===== src/config_router_map.vh =====
// config_router_map.vh: offsets, field positions and codes of the router
// assumes: included by the router sources; definitions only, no logic
`ifndef CONFIG_ROUTER_MAP_VH
`define CONFIG_ROUTER_MAP_VH

// =====================================================================
// i/o addresses of the index register and the data window
`define IDX_IO_ADDR    16'h0cf8
`define WIN_IO_ADDR    16'h0cfc
`define IO_DW_MSB      15
`define IO_DW_LSB      2
`define BE_FULL        4'hf

// =====================================================================
// index register layout and reset value
`define IDX_RESET      32'h0000_0000
`define IDX_WMASK      32'h80ff_fffc
`define IDX_EN_BIT     31
`define IDX_BUS_MSB    23
`define IDX_BUS_LSB    16
`define IDX_DEV_MSB    15
`define IDX_DEV_LSB    11
`define IDX_FN_MSB     10
`define IDX_FN_LSB     8
`define IDX_REG_MSB    7
`define IDX_REG_LSB    2

// =====================================================================
// enhanced region address layout: bus 1 MB, dev 32 KB, fn 4 KB
`define ECFG_BUS_MSB   27
`define ECFG_BUS_LSB   20
`define ECFG_DEV_MSB   19
`define ECFG_DEV_LSB   15
`define ECFG_FN_MSB    14
`define ECFG_FN_LSB    12
`define ECFG_EXT_MSB   11
`define ECFG_EXT_LSB   8
`define ECFG_REG_MSB   7
`define ECFG_REG_LSB   2
`define ECFG_SZ_256MB  2'h0
`define ECFG_SZ_128MB  2'h1
`define ECFG_SZ_64MB   2'h2
`define ECFG_HIT_256MB 32'hf000_0000
`define ECFG_HIT_128MB 32'hf800_0000
`define ECFG_HIT_64MB  32'hfc00_0000
`define BUS_ALL        8'hff
`define BUS_128        8'h7f
`define BUS_64         8'h3f

// =====================================================================
// routing codes, one-hot destination and misc constants
`define DEST_INT       3'h1
`define DEST_GFX       3'h2
`define DEST_SB        3'h4
`define DEST_NONE      3'h0
`define INT_DEV_CNT    5'h03
`define DEV_ZERO       5'h00
`define BUS_ZERO       8'h00
`define FN_MAX_INT     3'h1
`define EXT_ZERO       4'h0
`define ALL_ONES       32'hffff_ffff
`define ZERO_DW        32'h0000_0000

`endif


===== src/config_access_router.v =====
// config_access_router.v: turns host i/o and memory configuration
// accesses into configuration requests and routes them
// assumes: host holds a request until its ack; one access in flight;
// enhanced base, size and bridge bus numbers are driven by config regs
//
// How it works
// - i/o window configuration cycles happen only while index bit 31 is set
// - data window bytes map to the dword named by the index register
// - both mechanisms fill one common request record before routing
// - each function has 4096 bytes; low 256 are the compatible part
// - extended registers reachable only through the memory window
// - either mechanism produces the identical request for one register
// - window below 4 GB, sized 256, 128 or 64 MB for 256/128/64 buses
// - window enable and base come from firmware-set configuration
// - window address is base plus bus, device, function and offset
// - requests carry a 4-bit extended number, zero from i/o window
// - header bytes 8 to 11 carry bus, device, function, ext, register
// - bus field decoded with device; bus zero means a bus-0 target
// - enabled internal bus-0 devices claim their accesses
// - southbridge devices and primary hierarchy go over southbridge link
// - bus equal to bridge secondary gives type 0 on graphics link
// - type 0 on graphics link to nonzero device is master aborted
// - bus inside bridge range but not secondary gives type 1 on graphics
// - memory writes ack at once, forwarded as non-posted writes
// - unclaimed bus-0 access goes to southbridge link as type 0
// - nonzero bus outside bridge range goes to southbridge as type 1
// - byte or word access to index address passes through as plain i/o
// - internal accesses with function above 1 are ignored
`timescale 1ns/1ps
`include "config_router_map.vh"

module config_access_router (
  input  wire        i_clk,
  input  wire        i_rst_b,
  // host front bus i/o side
  input  wire        i_io_req,
  input  wire        i_io_wr,
  input  wire [15:0] i_io_addr,
  input  wire [3:0]  i_io_be,
  input  wire [31:0] i_io_wdata,
  output wire        o_io_ack,
  output wire        o_io_pass,
  output reg  [31:0] o_io_rdata,
  // host front bus memory side
  input  wire        i_mem_req,
  input  wire        i_mem_wr,
  input  wire [31:0] i_mem_addr,
  input  wire [3:0]  i_mem_be,
  input  wire [31:0] i_mem_wdata,
  output wire        o_mem_ack,
  output wire        o_mem_hit,
  output reg  [31:0] o_mem_rdata,
  // configuration held elsewhere
  input  wire        i_ecfg_en,
  input  wire [31:0] i_ecfg_base,
  input  wire [1:0]  i_ecfg_size,
  input  wire [7:0]  i_sec_bus,
  input  wire [7:0]  i_sub_bus,
  input  wire [2:0]  i_int_dev_en,
  // outgoing configuration request
  output wire        o_cfg_valid,
  input  wire        i_cfg_ready,
  output reg  [2:0]  o_cfg_dest,
  output reg         o_cfg_type1,
  output reg         o_cfg_wr,
  output reg  [3:0]  o_cfg_be,
  output reg  [31:0] o_cfg_wdata,
  output reg  [7:0]  o_hdr_b8,
  output reg  [7:0]  o_hdr_b9,
  output reg  [7:0]  o_hdr_b10,
  output reg  [7:0]  o_hdr_b11,
  // completion from the chosen target
  input  wire        i_cpl_valid,
  input  wire        i_cpl_abort,
  input  wire [31:0] i_cpl_data,
  // index register, readable for status
  output wire [31:0] o_idx_value
);

  // =====================================================================
  // states
  localparam [3:0] S_IDLE  = 4'b0001;
  localparam [3:0] S_ISSUE = 4'b0010;
  localparam [3:0] S_WAIT  = 4'b0100;
  localparam [3:0] S_RESP  = 4'b1000;

  // =====================================================================
  // reset release through two flops
  reg rst_meta_q;
  reg rst_sync_q;
  always @(posedge i_clk or negedge i_rst_b) begin
    if (!i_rst_b) begin
      rst_meta_q <= 1'b0;
      rst_sync_q <= 1'b0;
    end else begin
      rst_meta_q <= 1'b1;
      rst_sync_q <= rst_meta_q;
    end
  end
  wire rst_b = rst_sync_q;

  // =====================================================================
  // state and request record
  reg [3:0]  state_q;
  reg [31:0] idx_q;
  reg        is_io_q;
  reg        pass_q;
  reg        fwd_q;     // posted write still to be forwarded
  reg        posted_q;  // current forward has no host answer
  reg        drop_q;    // abort or ignore: answer locally

  assign o_idx_value = idx_q;
  assign o_io_ack    = (state_q == S_RESP) && is_io_q;
  assign o_io_pass   = (state_q == S_RESP) && is_io_q && pass_q;
  assign o_mem_ack   = (state_q == S_RESP) && !is_io_q;
  assign o_cfg_valid = (state_q == S_ISSUE) && !drop_q;

  // =====================================================================
  // i/o decode; addresses named so their dword bits can be sliced
  localparam [15:0] IDX_ADDR = `IDX_IO_ADDR;
  localparam [15:0] WIN_ADDR = `WIN_IO_ADDR;
  wire io_idx_dw = (i_io_addr[`IO_DW_MSB:`IO_DW_LSB] ==
                    IDX_ADDR[`IO_DW_MSB:`IO_DW_LSB]);
  wire io_idx_full = (i_io_addr == `IDX_IO_ADDR) && (i_io_be == `BE_FULL);
  wire io_win = (i_io_addr[`IO_DW_MSB:`IO_DW_LSB] ==
                 WIN_ADDR[`IO_DW_MSB:`IO_DW_LSB]);
  wire io_cfg_on = idx_q[`IDX_EN_BIT];

  // =====================================================================
  // enhanced window decode; size trims both hit mask and bus field
  reg [31:0] hit_mask;
  reg [7:0]  bus_mask;
  always @* begin
    case (i_ecfg_size)
      `ECFG_SZ_128MB: begin
        hit_mask = `ECFG_HIT_128MB;
        bus_mask = `BUS_128;
      end
      `ECFG_SZ_64MB: begin
        hit_mask = `ECFG_HIT_64MB;
        bus_mask = `BUS_64;
      end
      default: begin
        hit_mask = `ECFG_HIT_256MB;
        bus_mask = `BUS_ALL;
      end
    endcase
  end
  // the window lives below 4 GB simply because addresses are 32 bits
  assign o_mem_hit = i_ecfg_en &&
                     (((i_mem_addr ^ i_ecfg_base) & hit_mask) ==
                      `ZERO_DW);

  // =====================================================================
  // common request record, filled from whichever mechanism is taken
  reg [7:0] n_bus;
  reg [4:0] n_dev;
  reg [2:0] n_fn;
  reg [3:0] n_ext;
  reg [5:0] n_reg;
  always @* begin
    if (i_io_req) begin
      n_bus = idx_q[`IDX_BUS_MSB:`IDX_BUS_LSB];
      n_dev = idx_q[`IDX_DEV_MSB:`IDX_DEV_LSB];
      n_fn  = idx_q[`IDX_FN_MSB:`IDX_FN_LSB];
      n_ext = `EXT_ZERO;
      n_reg = idx_q[`IDX_REG_MSB:`IDX_REG_LSB];
    end else begin
      n_bus = i_mem_addr[`ECFG_BUS_MSB:`ECFG_BUS_LSB] & bus_mask;
      n_dev = i_mem_addr[`ECFG_DEV_MSB:`ECFG_DEV_LSB];
      n_fn  = i_mem_addr[`ECFG_FN_MSB:`ECFG_FN_LSB];
      n_ext = i_mem_addr[`ECFG_EXT_MSB:`ECFG_EXT_LSB];
      n_reg = i_mem_addr[`ECFG_REG_MSB:`ECFG_REG_LSB];
    end
  end

  // =====================================================================
  // routing of the record about to be captured
  wire [2:0] r_dest;
  wire       r_type1;
  wire       r_abort;
  wire       r_ignore;
  cfg_route_decode u_route (
    .i_bus        (n_bus),
    .i_dev        (n_dev),
    .i_fn         (n_fn),
    .i_sec_bus    (i_sec_bus),
    .i_sub_bus    (i_sub_bus),
    .i_int_dev_en (i_int_dev_en),
    .o_dest       (r_dest),
    .o_type1      (r_type1),
    .o_abort      (r_abort),
    .o_ignore     (r_ignore)
  );

  wire take_io  = i_io_req;
  wire take_mem = !i_io_req && i_mem_req && o_mem_hit;
  wire miss_mem = !i_io_req && i_mem_req && !o_mem_hit;
  wire io_start = take_io && io_win && io_cfg_on;
  wire start    = io_start || take_mem;

  // =====================================================================
  // main sequencer; i/o wins when both sides ask in the same cycle
  always @(posedge i_clk or negedge rst_b) begin
    if (!rst_b) begin
      state_q     <= S_IDLE;
      idx_q       <= `IDX_RESET;
      is_io_q     <= 1'b0;
      pass_q      <= 1'b0;
      fwd_q       <= 1'b0;
      posted_q    <= 1'b0;
      drop_q      <= 1'b0;
      o_io_rdata  <= `ZERO_DW;
      o_mem_rdata <= `ZERO_DW;
      o_cfg_dest  <= `DEST_NONE;
      o_cfg_type1 <= 1'b0;
      o_cfg_wr    <= 1'b0;
      o_cfg_be    <= 4'h0;
      o_cfg_wdata <= `ZERO_DW;
      o_hdr_b8    <= 8'h00;
      o_hdr_b9    <= 8'h00;
      o_hdr_b10   <= 8'h00;
      o_hdr_b11   <= 8'h00;
    end else begin
      case (state_q)
        S_IDLE: begin
          pass_q   <= 1'b0;
          posted_q <= 1'b0;
          fwd_q    <= 1'b0;
          if (take_io) begin
            is_io_q <= 1'b1;
            state_q <= S_RESP;
            if (io_idx_full) begin
              if (i_io_wr) begin
                idx_q <= i_io_wdata & `IDX_WMASK;
              end else begin
                o_io_rdata <= idx_q;
              end
            end else if (io_idx_dw) begin
              pass_q <= 1'b1;
            end else if (io_start) begin
              state_q <= S_ISSUE;
            end else begin
              pass_q <= 1'b1;
            end
          end else if (take_mem) begin
            is_io_q <= 1'b0;
            if (i_mem_wr) begin
              // posted toward the host, forwarded after the ack
              state_q  <= S_RESP;
              fwd_q    <= 1'b1;
              posted_q <= 1'b1;
            end else begin
              state_q <= S_ISSUE;
            end
          end else if (miss_mem) begin
            // outside the window: not ours, answered empty
            is_io_q     <= 1'b0;
            o_mem_rdata <= `ALL_ONES;
            state_q     <= S_RESP;
          end
          if (start) begin
            // one record for both mechanisms; header laid out alike
            o_cfg_dest  <= r_dest;
            o_cfg_type1 <= r_type1;
            o_cfg_wr    <= take_io ? i_io_wr : i_mem_wr;
            o_cfg_be    <= take_io ? i_io_be : i_mem_be;
            o_cfg_wdata <= take_io ? i_io_wdata : i_mem_wdata;
            o_hdr_b8    <= n_bus;
            o_hdr_b9    <= {n_dev, n_fn};
            o_hdr_b10   <= {4'h0, n_ext};
            o_hdr_b11   <= {n_reg, 2'b00};
            drop_q      <= r_abort || r_ignore;
          end
        end
        S_ISSUE: begin
          if (drop_q) begin
            // aborted or ignored: reads see all ones, writes vanish
            o_io_rdata  <= `ALL_ONES;
            o_mem_rdata <= `ALL_ONES;
            state_q     <= posted_q ? S_IDLE : S_RESP;
          end else if (i_cfg_ready) begin
            state_q <= S_WAIT;
          end
        end
        S_WAIT: begin
          // writes on the links are non-posted, so wait for completion
          if (i_cpl_valid) begin
            o_io_rdata  <= i_cpl_abort ? `ALL_ONES : i_cpl_data;
            o_mem_rdata <= i_cpl_abort ? `ALL_ONES : i_cpl_data;
            state_q     <= posted_q ? S_IDLE : S_RESP;
          end
        end
        S_RESP: begin
          fwd_q   <= 1'b0;
          state_q <= fwd_q ? S_ISSUE : S_IDLE;
        end
        default: begin
          state_q <= S_IDLE;
        end
      endcase
    end
  end

endmodule


===== src/cfg_route_decode.v =====
// cfg_route_decode.v: picks the target of one configuration request
// assumes: purely combinational; bridge bus numbers come from outside
`timescale 1ns/1ps
`include "config_router_map.vh"

module cfg_route_decode (
  input  wire [7:0] i_bus,
  input  wire [4:0] i_dev,
  input  wire [2:0] i_fn,
  input  wire [7:0] i_sec_bus,
  input  wire [7:0] i_sub_bus,
  input  wire [2:0] i_int_dev_en,
  output reg  [2:0] o_dest,
  output reg        o_type1,
  output reg        o_abort,
  output reg        o_ignore
);

  // =====================================================================
  // bus-0 claim, graphics bridge range, subtractive southbridge default
  always @* begin
    o_dest   = `DEST_SB;
    o_type1  = 1'b0;
    o_abort  = 1'b0;
    o_ignore = 1'b0;
    if (i_bus == `BUS_ZERO) begin
      if ((i_dev < `INT_DEV_CNT) && i_int_dev_en[i_dev[1:0]]) begin
        if (i_fn > `FN_MAX_INT) begin
          o_ignore = 1'b1;
          o_dest   = `DEST_NONE;
        end else begin
          o_dest = `DEST_INT;
        end
      end else begin
        o_dest = `DEST_SB;
      end
    end else if (i_bus == i_sec_bus) begin
      o_dest = `DEST_GFX;
      if (i_dev != `DEV_ZERO) begin
        o_abort = 1'b1;
        o_dest  = `DEST_NONE;
      end
    end else if ((i_bus > i_sec_bus) && (i_bus <= i_sub_bus)) begin
      o_dest  = `DEST_GFX;
      o_type1 = 1'b1;
    end else begin
      o_dest  = `DEST_SB;
      o_type1 = 1'b1;
    end
  end

endmodule


===== config.mk =====
export PLATFORM = sky130hd
export DESIGN_NAME = config_access_router
export DESIGN_NICKNAME = d
export VERILOG_FILES = /design/src/config_access_router.v /design/src/cfg_route_decode.v
export VERILOG_INCLUDE_DIRS = /design/src
export SDC_FILE = /design/constraint.sdc
export NUM_CORES = 1
export LEC_CHECK = 0
export ABC_AREA = 1
export BUFFER_PORTS_ARGS = -buffer_cell sky130_fd_sc_hd__buf_2
export CAP_MARGIN = 10
export CORE_AREA = 2 2 151 153
export CTS_BUF_LIST = sky130_fd_sc_hd__clkbuf_4
export DETAILED_ROUTE_END_ITERATION = 8
export DIE_AREA = 0 0 153 155
export GPL_TIMING_DRIVEN = 0
export PLACE_DENSITY = 0.75
export SYNTH_ARGS = -nofsm -noshare
export SYNTH_HDL_FRONTEND = slang
export SYNTH_SLANG_ARGS = --single-unit

===== constraint.sdc =====
create_clock -name i_clk -period 5 [get_ports i_clk]
set_input_delay 1 -clock i_clk [delete_from_list [all_inputs] [get_ports i_clk]]
set_output_delay 1 -clock i_clk [all_outputs]
set_load 0.03 [all_outputs]

* After elaboration in Yosys (flattened, before gate mapping)
Cells that the tools add are included.
** Word-level totals
- Register bits :: 165
- Input bits :: 215
- Output and inout port bits :: 174
- Logic and storage cells :: 141
** Operators by class
- $lt $le $gt $ge :: 5
- Equality and inequality tests :: 21
- Muxes and demuxes :: 61
- Bitwise gates (word level) :: 3
- Reduce and logical (&&, ||, !) cells :: 31
** Operator list (number)
- 32-bit two-way mux :: 10
- 32-bit case mux with 3 select lines :: 2
- 28-bit case mux with 2 select lines :: 1
- 4-bit two-way mux :: 13
- 32-bit AND :: 1
- 32-bit logical NOT :: 1
- 32-bit XOR :: 1
- 14-bit by 10-bit equality test with 1-bit output (second input constant) :: 2
- 1-bit two-way mux :: 21
- 16-bit by 12-bit equality test with 1-bit output (second input constant) :: 1
- 2-bit inequality test (second input constant) :: 8
- 4-bit case mux with 4 select lines :: 1
- 8-bit case mux with 2 select lines :: 1
- 3-bit two-way mux :: 5
- 1-bit logical AND :: 13
- 6-bit AND reduction :: 2
- 8-bit AND :: 1
- 4-bit equality test (second input constant) :: 2
- 8-bit equality test :: 1
- 8-bit greater-than comparator :: 1
- 8-bit less-or-equal comparator :: 1
- 8-bit logical NOT :: 1
- 8-bit two-way mux :: 1
- 6-bit two-way mux :: 1
- 22 further kinds :: 29

* Depth between registers and ports, before layout
Gate-level depths: netlist of the first run.
- Word-level depth :: 11
- Gate-level depth with buffers :: 16
- Mapped depth without buffers :: 15

* By module
Synthesis of the first run repeated with hierarchy kept, for this count alone.
** Unflattened totals
- Cells, all modules :: 1090
- Area total of the unflattened synthesis :: 8664.6 um^2
** By module, submodules not included
- config_access_router :: times used 1, cells an instance 992, area an instance 8087.8 um^2, sequential area each 4130.2 um^2
- cfg_route_decode :: times used 1, cells an instance 98, area an instance 576.8 um^2, sequential area each 0.0 um^2

* Worst setup path before layout of the first run
No wires, ideal clock.
- Kind :: input -> output
- Start :: input port i_ecfg_size[0]
- End :: output port o_mem_hit
- Data arrival time :: 1.795 ns
- Required time :: 4.000 ns
- Path slack :: 2.205 ns
- Cell stages on the path :: 6
- Path buffers :: 0
- Cells stage by stage :: inv_1 > ha_1 > nand2_1 > nor2_1 > nor2_1 > and3_1
** Between the ends
- Cells in the longest elaborated chain, start to end :: 5
- Elaborated cells between the ends (all ways) :: 6
- Those cells by class :: 2 x eq/ne; 1 x mux; 1 x bitwise; 2 x reduce/logical
** RTL lines
- start: declaration :: RTL line config_access_router.v:56 : input wire [1:0] i_ecfg_size,
- 2-bit equality test or 2-bit by 1-bit equality test with 1-bit output (tied branches) :: RTL line config_access_router.v:134 : case (i_ecfg_size)
- 28-bit case mux with 2 select lines (*) :: RTL line config_access_router.v:134
- 32-bit AND (*) :: RTL line config_access_router.v:151 : (((i_mem_addr ^ i_ecfg_base) & hit_mask) ==
- 32-bit logical NOT (no source line) (*)
- 1-bit logical AND (*) :: RTL line config_access_router.v:150 : assign o_mem_hit = i_ecfg_en &&
- end: declaration :: RTL line config_access_router.v:51 : output wire o_mem_hit,
Every way passes the cells marked *; elsewhere a longest branch is shown, timed or not.

* Worst setup path in the final report of the first run
- Start :: register state_q[1]
- End :: output port o_io_pass
** Between the ends
- Cells in the longest elaborated chain, start to end :: 3
** RTL lines
- start: declaration :: RTL line config_access_router.v:104 : reg [3:0] state_q;
- start signal: assignment :: RTL line config_access_router.v:281 : state_q <= posted_q ? S_IDLE : S_RESP;
- start signal: assignment :: RTL line config_access_router.v:291 : state_q <= posted_q ? S_IDLE : S_RESP;
- start signal: assignment :: RTL line config_access_router.v:296 : state_q <= fwd_q ? S_ISSUE : S_IDLE;
- 4-bit equality test :: RTL line config_access_router.v:114 : assign o_io_pass = (state_q == S_RESP) && is_io_q && pass_q;
- 1-bit logical AND (2 in series) :: RTL line config_access_router.v:114
- end: declaration :: RTL line config_access_router.v:42 : output wire o_io_pass,
Every way passes these cells.

==> results of run 1 <==
critical path, cell delays in order (launching register included):
cell and delay, ns:
dfrtp_1 0.41, inv_1 0.13, nand2_1 0.07, nor3_1 0.29, inv_1 0.20, nor3_1 0.17
buf_2 0.23
cell type report:
class                   count  area [sq um]
fillers                  2202         11100
flip-flops and latches    165          4130
multi-input cells         826          3700
repair buffers            346          1780
plain buffers              69           414
inverters                  98           369
well taps                 285           357
clock inverters            15           214
clock buffers              17           128
diodes                      1          2.50
logic make-up after synthesis:
| logic type | count (synthesis) | share of synthesized area |
|---|---|---|
| other cells | 2 | 0.000878 |
| buf+inv | 167 | 0.0915 |
| compound gates | 140 | 0.0948 |
| flops | 165 | 0.483 |
| simple gates | 652 | 0.304 |
| fa+ha+maj | 18 | 0.0263 |
final timing paths:
kind / to / slack (ns) / from / cells after the start
max: o_io_pass / 1.95 / state_q[1] / 6
min: rst_meta_q / 0.19 / i_rst_b / 1
max reg2reg: o_cfg_dest[1] / 2.61 / o_idx_value[19] / 11
min reg2reg: o_hdr_b10[2] / 0.30 / rst_b / 0
max in group asynchronous: o_io_rdata[9] / 3.96 / rst_b / 1
min in group i_clk: rst_b / 0.40 / rst_meta_q / 0
Yosys cell counts, drive strengths merged:
cell | count | share of area
o21a | 3 | 0.0026
o21bai | 2 | 0.0018
dfstp | 1 | 0.0031
buf | 56 | 0.043
nor2 | 85 | 0.038
o22ai | 1 | 0.00073
clkinv | 2 | 0.0010
nor3 | 6 | 0.0035
nand3b | 4 | 0.0035
dfrtp | 164 | 0.48
inv | 96 | 0.042
nor2b | 1 | 0.00073
and3 | 1 | 0.00073
or2 | 5 | 0.0037
a21oi | 34 | 0.030
clkbuf | 13 | 0.0057
a21boi | 1 | 0.00088
conb | 2 | 0.00088
nand3 | 54 | 0.033
nand2 | 487 | 0.21
ha | 18 | 0.026
nand4 | 9 | 0.0066
o21ai | 99 | 0.058
report_power, final:
group          total (mW)  switching (mW)  internal, mW
combinational        1.64            1.15         0.487
sequential           1.83           0.183          1.65
clock               0.942           0.531         0.412
routing by layer:
| layer | GRT usage | vias up | routed length [microns] |
|---|---|---|---|
| met3 | 0.0579 | 41 | 2170 |
| met5 | 0 | - | 7 |
| met4 | 0.0714 | 2 | 608 |
| li1 | - | 4291 | - |
| met1 | 0.302 | 4067 | 12300 |
| met2 | 0.434 | 380 | 14800 |
per-stage QoR:
| step | cells | worst slack (ns) |
|---|---|---|
| finish | 1822 | 1.95 |
| global route | 1822 | 1.78 |
| CTS | 1821 | 1.94 |
| detailed placement | 1789 | 1.82 |
| global placement | 1787 | -1.94 |
| floorplan | 1158 | 0.0638 |
sequential cells by signal (all words and copies together) (netlist names):
signal and count:
o_cfg_wdata 32, is_io_q 1, drop_q 1, o_hdr_b8 8, o_cfg_dest 3, pass_q 1
o_io_rdata 32, o_idx_value 23, o_hdr_b11 6, o_cfg_type1 1, rst_b 1, state_q 4
fwd_q 1, o_cfg_wr 1, rst_meta_q 1, o_hdr_b9 8, o_mem_rdata 32, o_hdr_b10 4
posted_q 1, o_cfg_be 4
==> results.yml, run 1 <==
clock_network:
  clockBufferDepth: 2
  htreeDepth: 4
  clkSinkCount: 165
  cts_made_buffers: 17
  cts_resized: 0
  ctsHoldBuffers: 0
  cts_tree: "done"
  path_clk_slew_ns: 0.16
  post-cts-setup-buffers: 0
  cts_root_buf: "clkbuf_4"
  clk_latency_ns: 0.57
timing:
  finalCriticalPeriod_ns: 3.05
  drv_slew: 0
  slew_headroom: 0.418
  setup_tns_ns: 0
  worst_pin_slew_ns: 0.864
  setup_violations: 0
  hold_ws_ns: 0.185
  finalHoldViolCount: 0
  finalClockSkew_ns: 0.0249
  rsz0062_at_grt: "no"
  finalCritPeriodShare: 0.609
  max_freq_ghz: 0.328
placement:
  globalplace.congestion: 0.878
  placed_area_sq_um: 10700
  portBuffers: 344
  dp_hpwl_microns: 23800
floorplan:
  start_util: 0.385
  fp.dieW_microns: 153
  design.core.area_sq_um: 22200
  die_area_sq_um: 23700
  die_y_microns: 155
  rows: 55
  pin_count: 389
layout:
  final_core_util: 0.499
  drive_gt1_frac: 0.301
  final_cell_mix: "nand2_1, buf_2, dfrtp_1"
  fin_nets: 1756
  final_common_cell: "nand2_1"
  area_growth_syn_to_layout_pct: 29.6
  design_area_sq_um: 11100
drt:
  drcViolationCount: 0
  wl_microns: 29800
  via_per_inst: 4.82
  drtAntennaViolNets: 0
  vias: 8781
  first_iter_violations: 502
  firstDrtPassIters: 5
  routedWlPerCell_microns: 16.4
worst_setup_path:
  worstPathRequired_ns: 4.00
  startpoint_type: "flip-flop"
  end_kind: "output pin"
  path_class: "flip-flop to output pin"
  worst_ep_arrival_time_ns: 2.05
  path_max_fanout: 6
flow_run:
  cap_violations: 0
power:
  p_per_area_nw_per_um2: 398
  p_leak_nw: 6.53
  power_mw: 4.41
  irDropWorstVdd_v: 0.000161
global_route:
  grt_max_degree: 70
  grt_pass1_vias: 8458
  grt_use_total: 0.246
  grt-ovfl-total: 0
  antenna_found_initial: 2
  grt_pass1_wl_microns: 45500
yosys:
  syn_area_sq_um: 8560
  yosys_warnings: 0
  seq_area_frac_synth: 0.483
  synth.distinct_cells: 35
  synthCells: 1144
  synth_area_per_cell_sq_um: 7.48
  ys_ff_latch: 165
min_path:
  min_path_type: "input port to asynchronous set/reset pin"
status:
  outcome: "finished clean"
(Power assumes the default switching activity.)
==> run 2: changes to the inputs <==
- CORE_AREA: 2 2 151 153 -> 2 2 152 154
- DIE_AREA: 0 0 153 155 -> 0 0 154 156
- PLACE_DENSITY: 0.75 -> 0.71
- clock period: 5 -> 3.1 ns (I/O delays scaled with it)
==> results.yml, run 2 (same netlist as run 1, synthesis figures left out) <==
timing:
  setup_violations: 0
  rsz0062_at_grt: "no"
  worst_pin_slew_ns: 0.780
  slew_headroom: 0.480
  finalCriticalPeriod_ns: 2.70
  finalHoldViolCount: 0
  max_freq_ghz: 0.371
  finalCritPeriodShare: 0.870
  finalClockSkew_ns: 0.0223
  drv_slew: 0
power:
  swShare: 0.437
  p_leak_nw: 6.50
  irDropWorstVdd_v: 0.000305
  combPwrFrac: 0.386
  p_per_area_nw_per_um2: 621
  clkPwrFrac: 0.182
  p_sw_mw: 2.99
  internal_power_mw: 3.86
  seq_power_share: 0.432
placement:
  dp.cells: 1789
  globalplace.congestion: 0.885
  dp_hpwl_microns: 24200
  portBuffers: 344
global_route:
  grt_pass1_vias: 8484
  grt_pass1_wl_microns: 46300
  grt_use_total: 0.250
  grt_max_degree: 61
  antenna_found_initial: 4
  grt-ovfl-total: 0
worst_setup_path:
  timing.rr.end: "o_cfg_dest[1]"
  slowest_stage: "dfrtp_1"
  cpLargestDelayFamily: "simple AND/OR/NAND/NOR gates"
  r2r_cells: 10
  crit_chain: "inv_1 > nand2_1 > nor3_1 > inv_1 > nor3_1 > buf_2"
  worst-path-buf-inv: 3
  startpoint_type: "flip-flop"
  cp.depth: 6
  path_max_fanout: 6
  slowest_delay_ns: 0.41
  worstPathRequired_ns: 2.48
  path_class: "flip-flop to output pin"
  regToRegStartpoint: "o_idx_value[23]"
  worst_ep_arrival_time_ns: 2.08
  critPathLaunch: "state_q[1]"
  end_kind: "output pin"
  regToRegSetupSlack_ns: 0.75
  crit_path_end: "o_io_pass"
min_path:
  min_path_type: "input port to flip-flop"
  hp-start: "i_io_wdata[31]"
clock_network:
  cts_resized: 0
  htreeDepth: 4
  cts_tree: "done"
  cts_root_buf: "clkbuf_4"
  clockBufferDepth: 2
  post-cts-setup-buffers: 0
  ctsHoldBuffers: 1
  path_clk_slew_ns: 0.15
  clk_latency_ns: 0.56
  clkSinkCount: 165
  cts_made_buffers: 17
floorplan:
  fp.dieW_microns: 154
  pin_count: 389
  die_y_microns: 156
  rows: 55
  start_util: 0.383
  design.core.area_sq_um: 22400
  die_area_sq_um: 24000
drt:
  first_iter_violations: 588
  routedWlPerCell_microns: 16.5
  via_per_inst: 4.86
  vias: 8880
  drtAntennaViolNets: 0
  wl_microns: 30200
  drcViolationCount: 0
  firstDrtPassIters: 7
layout:
  drive_gt1_frac: 0.301
  final_core_util: 0.493
  area_growth_syn_to_layout_pct: 28.9
  reg_top3: "o_cfg_wdata x32, o_io_rdata x32, o_mem_rdata x32"
  fin_cells: 1826
  final_cell_mix: "nand2_1, buf_2, dfrtp_1"
  final_common_cell: "nand2_1"
  fin_nets: 1757
status:
  outcome: "finished clean"
flow_run:
  cap_violations: 0
==> run 2: cell count changes in the layout (fill, tap and decap cells not counted) <==
cell,delta
clkinvlp_4,+1
bufinv_16,-3
inv_6,+1
clkbuf_4,+1
dlygate4sd3_1,+1
clkinv_2,+3
clkinv_1,-1
clkinv_4,+1
diode_2,+3
inv_8,-3
==> run 2: area by class of cell <==
| type | instances | area (sq um) |
|---|---|---|
| plain buffers | 69 | 414 |
| repair buffers | 347 | 1790 |
| inverters | 98 | 369 |
| fillers | 2269 | 11300 |
| flip-flops and latches | 165 | 4130 |
| multi-input cells | 826 | 3700 |
| clock inverters | 14 | 126 |
| clock buffers | 18 | 135 |
| well taps | 285 | 357 |
| diodes | 4 | 10.0 |
==> run 2: through the flow <==
| stage | power (mW) | setup TNS (ns) | hold WS, ns | cell area [sq um] | worst slack [ns] |
|---|---|---|---|---|---|
| 3_5_place_dp | 5.65 | 0 | 0.335 | 10700 | 0.274 |
| 6_report | 6.85 | 0 | 0.319 | 11000 | 0.402 |
| 5_1_grt | 7.26 | 0 | 0.266 | 11000 | 0.185 |
| 3_3_place_gp | 5.59 | -124.24 | 0.333 | 10700 | -0.782 |
| 4_1_cts | 6.89 | 0 | 0.266 | 11000 | 0.376 |
| 2_1_floorplan | 4.72 | 0 | 0.324 | 8610 | 0.371 |
==> run 2: power groups by stage <==
stage	clock network, mW	registers [mW]	logic [mW]
global route	1.37	3.02	2.87
CTS	1.28	2.96	2.66
floorplan	0	3.94	0.779
detailed placement	0	2.99	2.65
global placement	0	3.02	2.57
finish	1.24	2.96	2.64
==> run 2: worst min path at each step <==
| stage | to | cells past startpoint |
|---|---|---|
| after floorplan | rst_b | 0 |
| after global placement | rst_b | 0 |
| after detailed placement | rst_b | 0 |
| after CTS | o_idx_value[2] | 3 |
| after global routing | o_hdr_b10[0] | 3 |
| final | o_idx_value[31] | 3 |
==> run 2: worst register-to-register path: cells and delay by family, from the launching register on <==
kind / cells / cell delay, ns
compound gates: 2 / 0.62
fa+ha+maj: 1 / 0.23
buf+inv: 1 / 0.11
flops: 1 / 0.46
simple gates: 6 / 0.85
==> run 2: per-layer routing <==
layer / routed length (microns) / vias up / track usage
met5: 0 / - / 0
met4: 838 / 0 / 0.0877
li1: - / 4295 / -
met2: 14700 / 359 / 0.429
met3: 2060 / 57 / 0.0539
met1: 12600 / 4169 / 0.314
==> run 3: changes to the inputs <==
- CORE_AREA: 2 2 152 154 -> unset
- CORE_MARGIN: unset -> 2
- CORE_UTILIZATION: unset -> 30
- DIE_AREA: 0 0 154 156 -> unset
- PLACE_DENSITY: 0.71 -> 0.59
==> results.yml, run 3 (same netlist as run 1, synthesis figures left out) <==
layout:
  area_growth_syn_to_layout_pct: 30.0
  fin_nets: 1757
  reg_top3: "o_cfg_wdata x32, o_io_rdata x32, o_mem_rdata x32"
  final_core_util: 0.398
  final_common_cell: "nand2_1"
  fin_cells: 1919
  drive_gt1_frac: 0.300
  final_cell_mix: "nand2_1, buf_2, dfrtp_1"
floorplan:
  fp.dieW_microns: 173
  design.core.area_sq_um: 27900
  die_y_microns: 173
  start_util: 0.306
  die_area_sq_um: 29900
  pin_count: 389
  rows: 61
clock_network:
  path_clk_slew_ns: 0.17
  cts_tree: "done"
  post-cts-setup-buffers: 0
  clockBufferDepth: 2
  cts_made_buffers: 17
  clk_latency_ns: 0.56
  clkSinkCount: 165
  cts_resized: 0
  cts_root_buf: "clkbuf_4"
  htreeDepth: 4
  ctsHoldBuffers: 1
timing:
  max_freq_ghz: 0.381
  rsz0062_at_grt: "no"
  finalClockSkew_ns: 0.0403
  setup_ws_ns: 0.473
  hold_ws_ns: 0.286
  worst_pin_slew_ns: 0.948
  finalHoldViolCount: 0
  setup_violations: 0
  finalCritPeriodShare: 0.847
  slew_headroom: 0.362
  finalCriticalPeriod_ns: 2.63
  drv_slew: 0
global_route:
  grt_use_total: 0.211
  grt-ovfl-total: 0
  grt_pass1_wl_microns: 48600
  grt_pass1_vias: 8565
  grt_max_degree: 64
  antenna_found_initial: 6
placement:
  dp_slack_ns: 0.200
  dp.cells: 1882
  globalplace.congestion: 0.852
  portBuffers: 344
  dp_hpwl_microns: 25500
drt:
  first_iter_violations: 492
  via_per_inst: 4.53
  wl_met1_microns: 13900
  firstDrtPassIters: 5
  drtAntennaViolNets: 0
  vias: 8688
  highest_layer: "met5"
  wl_met2_microns: 15800
  routedWlPerCell_microns: 16.6
  drcViolationCount: 0
  wl_microns: 31900
  met3_wirelength_microns: 1860
worst_setup_path:
  worst_ep_arrival_time_ns: 2.01
  path_class: "flip-flop to output pin"
  end_kind: "output pin"
  worstPathRequired_ns: 2.48
  startpoint_type: "flip-flop"
  path_max_fanout: 6
flow_run:
  cap_violations: 0
power:
  p_leak_nw: 6.47
  irDropWorstVdd_v: 0.000204
  p_per_area_nw_per_um2: 610
status:
  outcome: "finished clean"
min_path:
  min_path_type: "input port to flip-flop"
[run 3: cell types whose count changed in the layout (fill, tap and decap cells not counted), sizes merged]
cell / delta
clkinv: -3
bufinv: -1
clkinvlp: +3
diode: +1
[run 3: cell type report]
| class | instances | area, sq um |
|---|---|---|
| antenna | 5 | 12.5 |
| clock inverter | 13 | 101 |
| fill | 3012 | 16800 |
| buffer | 69 | 414 |
| clock buffer | 18 | 135 |
| sequential | 165 | 4130 |
| timing repair buffer | 347 | 1790 |
| multi-input combinational | 826 | 3700 |
| inverter | 98 | 369 |
| tap | 378 | 473 |
[run 3: path summary, 6_finish.rpt]
check | startpoint | to | slack, ns | cells past startpoint
max in group asynchronous | rst_b | o_io_rdata[2] | 1.66 | 2
min in group asynchronous | i_rst_b | rst_b | 0.34 | 2
hold / removal | i_mem_addr[10] | o_hdr_b10[2] | 0.29 | 3
setup / recovery | state_q[1] | o_io_pass | 0.47 | 6
setup reg to reg | o_idx_value[17] | o_cfg_dest[1] | 0.64 | 9
hold reg to reg | rst_b | o_hdr_b8[1] | 0.34 | 0
[run 3: routing by layer]
layer / up-vias / global-route usage
li1: 4300 / -
met2: 307 / 0.371
met1: 4054 / 0.268
met4: 2 / 0.0445
met3: 25 / 0.0413
met5: - / 0
[run 3: metrics by stage]
stage / instance area, sq um / TNS, ns / power [mW]
after floorplan: 8610 / 0 / 4.72
after global placement: 10800 / -141.07 / 5.61
after detailed placement: 10900 / 0 / 5.66
after global routing: 11100 / 0 / 7.20
after CTS: 11100 / 0 / 6.85
final: 11100 / 0 / 6.79
[run 3: power breakdown]
part           switching (mW)  internal [mW]  leakage, nW
combinational            1.87          0.786         4.30
sequential              0.302           2.66         2.06
clock                   0.839          0.333        0.117
[run 3: critical path, stage by stage, from the launching register on]
cell and delay, ns:
dfrtp_1 0.41, inv_1 0.12, nand2_1 0.07, nor3_1 0.30, inv_1 0.19, nor3_1 0.15, buf_2 0.22
